<file path="src/core/refctl_consts.svh">
// Offsets, field positions, reset values and timing counts of the reference control block
`ifndef REFCTL_CONSTS_SVH
`define REFCTL_CONSTS_SVH
`define REF_CTRL_OFFSET 4'h0
`define REF_IRQ_STATUS_OFFSET 4'h4
`define REF_IRQ_MASK_OFFSET 4'h8
`define REF_OPTIONS_OFFSET 4'hc
`define REF_EN_BIT 7
`define REF_RDY_BIT 6
`define TS_EN_BIT 5
`define TS_RNG_BIT 4
`define CMP_GAIN_HI 3
`define CMP_GAIN_LO 2
`define ADC_GAIN_HI 1
`define ADC_GAIN_LO 0
`define REF_CTRL_RESET 8'h00
`define REF_CTRL_WMASK 8'hbf
`define IRQ_READY_RISE_BIT 0
`define IRQ_READY_FALL_BIT 1
`define IRQ_BITS 2
`define SETTLE_TIME_US 25
`define CLOCK_MHZ 40
`define SETTLE_CYCLES ((`SETTLE_TIME_US) * (`CLOCK_MHZ))
`endif

</file>
<file path="src/core/refctl_pkg.sv">
// Types shared by the reference control block
package refctl_pkg;
   typedef enum logic [1:0] {gain_off, gain_x1, gain_x2, gain_x4} gain_e;
   typedef enum {ref_off, ref_settling, ref_ready} ref_state_e;
endpackage

</file>
<file path="src/core/settle_timer.sv">
// Settling counter for the fixed reference and its amplifier
`timescale 1ns/100ps
`default_nettype none
module settle_timer #(
   parameter int unsigned CYCLES = 1000
) (
   input wire logic clock, // Core clock
   input wire logic rstn, // Async reset, active low
   input wire logic run, // Count while high, clear when low
   output logic done // High once CYCLES counted
);
   logic [31:0] count_r;
   wire at_end = (count_r >= CYCLES - 1);
   always_ff @(posedge clock or negedge rstn)
   begin
      if (!rstn)
         count_r <= 32'h0;
      else if (!run)
         count_r <= 32'h0;
      else if (!at_end)
         count_r <= count_r + 32'h1;
   end
   always_ff @(posedge clock or negedge rstn)
   begin
      if (!rstn)
         done <= 1'b0;
      else
         done <= run && at_end;
   end
endmodule // settle_timer
`default_nettype wire

</file>
<file path="src/core/reference_and_temp_sense_control.sv">
// Control and status register for the fixed reference and temperature indicator
// Contract
// - Reference enable in bit 7 turns the fixed reference on or off.
// - Ready flag in bit 6 reads one only while the reference is usable.
// - On the standard-voltage variant the ready flag always reads one.
// - Temperature sense enable in bit 5 switches the indicator circuit.
// - Range select in bit 4: one picks high range, zero low range.
// - Comparator buffer gain bits 3-2: 11 x4, 10 x2, 01 x1, 00 off.
// - Converter buffer gain bits 1-0 decode the same way.
// - Temperature output goes internally to a converter channel, no pin.
// - Ready flag sets once reference and amplifier have settled.
//
// Added by the designer: the address map and the Wishbone register port.
`timescale 1ns/100ps
`default_nettype none
`include "refctl_consts.svh"
module reference_and_temp_sense_control #(
   parameter bit STANDARD_VARIANT = 1'b0,
   parameter int unsigned SETTLE_CYCLES = `SETTLE_CYCLES
) (
   input wire logic clock, // 40 MHz core clock
   input wire logic rstn, // Async reset, active low
   input wire logic wb_cyc_i, // Wishbone cycle
   input wire logic wb_stb_i, // Wishbone strobe
   input wire logic wb_we_i, // Wishbone write enable
   input wire logic [3:0] wb_adr_i, // Byte address
   input wire logic [3:0] wb_sel_i, // Byte selects
   input wire logic [31:0] wb_dat_i, // Write data
   output logic [31:0] wb_dat_o, // Read data
   output logic wb_ack_o, // Acknowledge
   output logic wb_err_o, // Error on unmapped address
   output logic irq, // Level interrupt
   output logic reference_enable, // Fixed reference on
   output logic temp_sense_enable, // Temperature indicator on
   output logic temp_range_select, // 1 high range, 0 low range
   output logic [1:0] comparator_buffer_gain, // Comparator buffer gain
   output logic [1:0] converter_buffer_gain, // Converter buffer gain
   output logic temp_to_converter // Indicator routed to converter channel
);
   logic [7:0] ctrl_r;
   logic [7:0] ctrl_nxt;
   logic [`IRQ_BITS-1:0] status_r;
   logic [`IRQ_BITS-1:0] status_nxt;
   logic [`IRQ_BITS-1:0] mask_r;
   logic [`IRQ_BITS-1:0] mask_nxt;
   logic rdy_r;
   logic settled;
   refctl_pkg::ref_state_e state_r;
   refctl_pkg::ref_state_e state_nxt;

   wire req = wb_cyc_i && wb_stb_i && !wb_ack_o && !wb_err_o;
   wire hit_ctrl = (wb_adr_i == `REF_CTRL_OFFSET);
   wire hit_stat = (wb_adr_i == `REF_IRQ_STATUS_OFFSET);
   wire hit_mask = (wb_adr_i == `REF_IRQ_MASK_OFFSET);
   wire hit_opt = (wb_adr_i == `REF_OPTIONS_OFFSET);
   wire mapped = hit_ctrl || hit_stat || hit_mask || hit_opt;
   wire wr = req && wb_we_i && mapped && wb_sel_i[0];
   wire wr_ctrl = wr && hit_ctrl;
   wire wr_stat = wr && hit_stat;
   wire wr_mask = wr && hit_mask;

   // Ready flag bit is kept from the live state, not from the write
   assign ctrl_nxt = wr_ctrl ? (wb_dat_i[7:0] & `REF_CTRL_WMASK) : ctrl_r;
   assign mask_nxt = wr_mask ? wb_dat_i[`IRQ_BITS-1:0] : mask_r;

   settle_timer #(
      .CYCLES(SETTLE_CYCLES)
   ) u_settle (
      .clock(clock),
      .rstn(rstn),
      .run(ctrl_r[`REF_EN_BIT]),
      .done(settled)
   );

   // Reference state: off, settling, ready
   always_comb
   begin
      state_nxt = state_r;
      case (state_r)
         refctl_pkg::ref_off:
            if (ctrl_r[`REF_EN_BIT])
               state_nxt = refctl_pkg::ref_settling;
         refctl_pkg::ref_settling:
            if (!ctrl_r[`REF_EN_BIT])
               state_nxt = refctl_pkg::ref_off;
            else if (settled)
               state_nxt = refctl_pkg::ref_ready;
         refctl_pkg::ref_ready:
            if (!ctrl_r[`REF_EN_BIT])
               state_nxt = refctl_pkg::ref_off;
         default:
            state_nxt = refctl_pkg::ref_off;
      endcase
   end

   wire rdy_live = STANDARD_VARIANT ? 1'b1 : (state_nxt == refctl_pkg::ref_ready);
   wire rdy_rise = rdy_live && !rdy_r;
   wire rdy_fall = !rdy_live && rdy_r;

   // Hardware set wins over a write-one clear
   assign status_nxt = (status_r & ~(wr_stat ? wb_dat_i[`IRQ_BITS-1:0] : 2'b00))
                     | {rdy_fall, rdy_rise};

   wire [7:0] ctrl_view = {ctrl_r[7], rdy_r, ctrl_r[5:0]};
   wire [31:0] rd_data = hit_ctrl ? {24'h0, ctrl_view}
                       : hit_stat ? {30'h0, status_r}
                       : hit_mask ? {30'h0, mask_r}
                       : hit_opt ? {31'h0, STANDARD_VARIANT}
                       : 32'h0;

   always_ff @(posedge clock or negedge rstn)
   begin
      if (!rstn)
      begin
         ctrl_r <= `REF_CTRL_RESET;
         state_r <= refctl_pkg::ref_off;
         // Standard variant starts ready, so no false rise follows reset
         rdy_r <= STANDARD_VARIANT;
         status_r <= 2'b00;
         mask_r <= 2'b00;
      end
      else
      begin
         ctrl_r <= ctrl_nxt;
         state_r <= state_nxt;
         rdy_r <= rdy_live;
         status_r <= status_nxt;
         mask_r <= mask_nxt;
      end
   end

   always_ff @(posedge clock or negedge rstn)
   begin
      if (!rstn)
      begin
         wb_ack_o <= 1'b0;
         wb_err_o <= 1'b0;
         wb_dat_o <= 32'h0;
      end
      else
      begin
         wb_ack_o <= req && mapped;
         wb_err_o <= req && !mapped;
         wb_dat_o <= (req && mapped && !wb_we_i) ? rd_data : 32'h0;
      end
   end

   // Analog controls come straight from the register
   always_ff @(posedge clock or negedge rstn)
   begin
      if (!rstn)
      begin
         reference_enable <= 1'b0;
         temp_sense_enable <= 1'b0;
         temp_range_select <= 1'b0;
         comparator_buffer_gain <= 2'b00;
         converter_buffer_gain <= 2'b00;
         temp_to_converter <= 1'b0;
         irq <= 1'b0;
      end
      else
      begin
         reference_enable <= ctrl_nxt[`REF_EN_BIT];
         temp_sense_enable <= ctrl_nxt[`TS_EN_BIT];
         temp_range_select <= ctrl_nxt[`TS_RNG_BIT];
         comparator_buffer_gain <= ctrl_nxt[`CMP_GAIN_HI:`CMP_GAIN_LO];
         converter_buffer_gain <= ctrl_nxt[`ADC_GAIN_HI:`ADC_GAIN_LO];
         temp_to_converter <= ctrl_nxt[`TS_EN_BIT];
         irq <= |(status_nxt & mask_nxt);
      end
   end
endmodule // reference_and_temp_sense_control
`default_nettype wire

</file>
<file path="config.mk">
export PLATFORM = sky130hd
export DESIGN_NAME = reference_and_temp_sense_control
export DESIGN_NICKNAME = d
export VERILOG_FILES = /design/src/core/refctl_pkg.sv /design/src/core/settle_timer.sv /design/src/core/reference_and_temp_sense_control.sv
export VERILOG_INCLUDE_DIRS = /design/src /design/src/core
export SDC_FILE = /design/constraint.sdc
export NUM_CORES = 1
export LEC_CHECK = 0
export ABC_AREA = 1
export BUFFER_PORTS_ARGS = -buffer_cell sky130_fd_sc_hd__buf_2
export CAP_MARGIN = 20
export CORE_MARGIN = 2
export CORE_UTILIZATION = 40
export CTS_CLUSTER_DIAMETER = 30
export DETAILED_ROUTE_END_ITERATION = 8
export MAX_ROUTING_LAYER = met4
export PLACE_DENSITY_LB_ADDON = 0.12
export SLEW_MARGIN = 5
export SYNTH_ARGS = -nofsm -noshare
export SYNTH_HDL_FRONTEND = slang
export SYNTH_SLANG_ARGS = --single-unit
</file>
<file path="constraint.sdc">
create_clock -name clock -period 2.2 [get_ports clock]
set_clock_uncertainty 0.15 [all_clocks]
set_input_delay 0.11 -clock clock [delete_from_list [all_inputs] [get_ports clock]]
set_output_delay 0.11 -clock clock [all_outputs]
set_load 0.02 [all_outputs]
</file>
==> reports/metrics.yaml <==
grt:
  antenna_found_initial: 0
  grt_usage: 0.144
  grt_pass1_wl_mm: 11.0
  grt_max_degree: 44
  grt_pass1_vias: 2464
  grt-ovfl-total: 0
setup_path:
  max_stage_delay_ns: 0.57
  cpMostUsedCell: "nand2_1"
  critPathRequiredTime_ns: 2.34
  startpoint_type: "input port"
  criticalPathCategory: "in2reg"
  end_kind: "flip-flop"
  path_cells: "dlygate4sd3_1 -> buf_2 -> nand2_1 -> dlygate4sd3_1 -> inv_1 -> nand4_4 -> nor3_4 -> nand2_2 -> o21ai_1 -> nand2_1 -> nand2_1"
  cp_max_fo: 4
  cp.arrival_ns: 2.26
  critPathSlowestCell: "dlygate4sd3_1"
  critical_path.top_delay_family: "buffers and inverters"
  path_buf_inv: 4
sta:
  hold_viol_final: 0
  final_max_slew_viol_count: 0
  min_period_ns: 2.12
  slew_headroom: 0.637
  max_clock_freq_mhz: 472
  period_share: 0.964
  worst_pin_slew_ns: 0.544
  finalSetupViolations: 0
logic_synthesis:
  synth.cell_area_um2: 3620
  synth-edff-count: 0
  synth-async-reset-ratio: 1.00
  yosysTopAreaCellShare: 0.608
  synth_area_leader_cell: "dfrtp_1"
  yosys-top-cells-count: "106 x nand2_1, 88 x dfrtp_1, 62 x inv_1, 42 x nor2_1, 25 x buf_4"
  synth-warning-count: 0
  synth_top_flop_cell: "dfrtp_1"
  ys_seq_elements: 88
  ys_seq_area_frac: 0.608
  synth_cell_types: 29
  synth.area.top_cells: "dfrtp_1 61%, nand2_1 11%, inv_1 6.4%, buf_4 5.2%, nor2_1 4.4%"
  avgSynthCellArea_um2: 9.13
  yosysMostFrequentCell: "nand2_1"
  postSynthCellCount: 397
placement:
  dpl.hpwl_mm: 4.20
  globalplace.congestion: 0.831
  postPlaceCellArea_um2: 3970
  port_buffers: 35
floorplanning:
  design.core.area_um2: 8760
  die_h_um: 99.2
  die_w_um: 99.2
  start_util: 0.413
  core.rowCount: 34
  dieArea_um2: 9840
  pin_count: 88
power:
  power_leakage_nw: 2.52
  worst_ir_drop_vdd_mv: 0.408
  power_density_nw_per_um2: 815
final_layout:
  diodes: 0
  final_area_um2: 4400
  layout-drive-gt1-share: 0.144
  multi_input_area_um2: 1190
  syn2layout_area_growth_pct: 21.5
  n_fill_cell: 849
  utilization: 0.503
  seq_area_um2: 2200
  nNetsFinal: 534
routing:
  initialDrtViolationCount: 62
  finalWirelength_mm: 6.30
  post-route-drc-count: 0
  routed_via_density: 4.21
  drtPass1Iterations: 4
  vias: 2533
  wire_per_inst_um: 10.5
  drtAntennaViolNets: 0
cts:
  h-tree-depth: 3
  clock_latency_ns: 0.35
  post_cts_buffers: 0
  clock_sinks: 88
  cts.clk_slew.worst_paths_ns: 0.08
  cts-root-buf: "clkbuf_8"
  max-clock-path-buffers: 2
  cts_tree: "yes"
  cts-buffers-inserted: 9
hold_path:
  min_path_type: "in2reg"
run_status:
  status: "finished clean"
flow_run:
  maxCapViolations: 0
layout make-up:
| cell class | count | share of cell area |
|---|---|---|
| Multi-Input combinational cell | 268 | 0.271 |
| Timing Repair Buffer | 56 | 0.0852 |
| Inverter | 65 | 0.0554 |
| Tap cell | 108 | 0.0307 |
| Clock buffer | 10 | 0.0313 |
| Clock inverter | 6 | 0.0261 |
| Sequential cell | 88 | 0.500 |
power breakdown:
| group | internal, mW | switching, mW | total [mW] | leakage [nW] |
|---|---|---|---|---|
| combinational | 0.160 | 0.260 | 0.420 | 1.27 |
| sequential | 1.72 | 0.0844 | 1.81 | 1.13 |
| clock | 0.791 | 0.571 | 1.36 | 0.123 |
| total | 2.67 | 0.915 | 3.59 | 2.52 |
per-layer routing:
metal,track usage,vias to the layer above,share of wire
li1,-,1300,-
met1,0.173,1182,0.44
met2,0.235,40,0.50
met3,0.0344,11,0.034
met4,0.0558,0,0.017
met5,-,-,0
layout by cell type, fill, tap and decap left out, types with 2 or more instances in the layout:
cell           netlist  final
a21oi_1              3      3
nand2_1            106    104
nand4_1              4      4
bufinv_16            0      3
buf_4               25      6
inv_2                3      3
nor4_1               4      4
conb_1               1     54
or2_1                2      2
o21ai_0              5      5
xor2_1               3      3
nor3_1               8      8
clkbuf_8             0     10
buf_2                1     34
nor2_2               1      2
dfrtp_1             88     88
inv_1               62     62
o21ai_1              5      5
nand3_1             19     19
nor2_1              42     41
nand2_2              2      4
dlygate4sd3_1        0     16
what timing repair did:
item | in CTS | in global routing
hold buffers | 15 | 1
gates resized for setup | 0 | 5
endpoints found under the hold margin | 55 | 1
endpoints found under the setup margin | 0 | 8
tightest hold or removal path: stages:
cell and delay [ns]:
buf_2 0.10, nor4_1 0.07, nand3_1 0.08, nand2_1 0.04
nand2_1 0.07
path summary, 6_finish.rpt:
check / depth (start not counted) / end / slack, ns / startpoint
min reg2reg: 2 / u_settle.count_r[10] / 0.32 / u_settle.count_r[10]
min: 5 / status_r[0] / 0.02 / wb_adr_i[3]
max reg2reg: 10 / u_settle.count_r[8] / 0.41 / u_settle.count_r[0]
min in group asynchronous: 2 / u_settle.count_r[13] / 0.13 / rstn
max: 11 / irq / 0.08 / wb_stb_i
max in group asynchronous: 3 / ctrl_r[5] / 1.06 / rstn
logic make-up (layout without fill, tap and decap cells):
family / count (synthesis) / count (layout) / synth area share
adders and majority gates: 1 / 1 / 0.00345
DFF: 88 / 88 / 0.608
xor gates and xnor gates: 4 / 4 / 0.00967
AOI/OAI and AO/OA: 14 / 14 / 0.0204
and+or+nand+nor: 195 / 195 / 0.234
other: 1 / 54 / 0.00103
buffers and inverters: 94 / 137 / 0.124
per-stage QoR:
stage	setup TNS, ns	hold slack [ns]	setup slack, ns	std cells	power, mW
2_1_floorplan	0	-0.336	0.599	450	2.15
3_3_place_gp	0	-0.0185	0.403	569	2.23
3_5_place_dp	0	-0.00941	0.394	569	2.24
4_1_cts	0	0.00133	0.0719	600	3.64
5_1_grt	-0.00403	0.0336	-0.00403	601	3.79
6_report	0	0.0168	0.0793	601	3.59
registers in the layout (all words and copies together) (netlist names):
name                    cells
mask_r                      2
status_r                    2
ctrl_r                      5
wb_ack_o                    1
converter_buffer_gain       1
u_settle.done               1
wb_err_o                    1
state_r                    32
rdy_r                       1
irq                         1
wb_dat_o                    8
u_settle.count_r           32
comparator_buffer_gain      1
(Power assumes the default switching activity.)
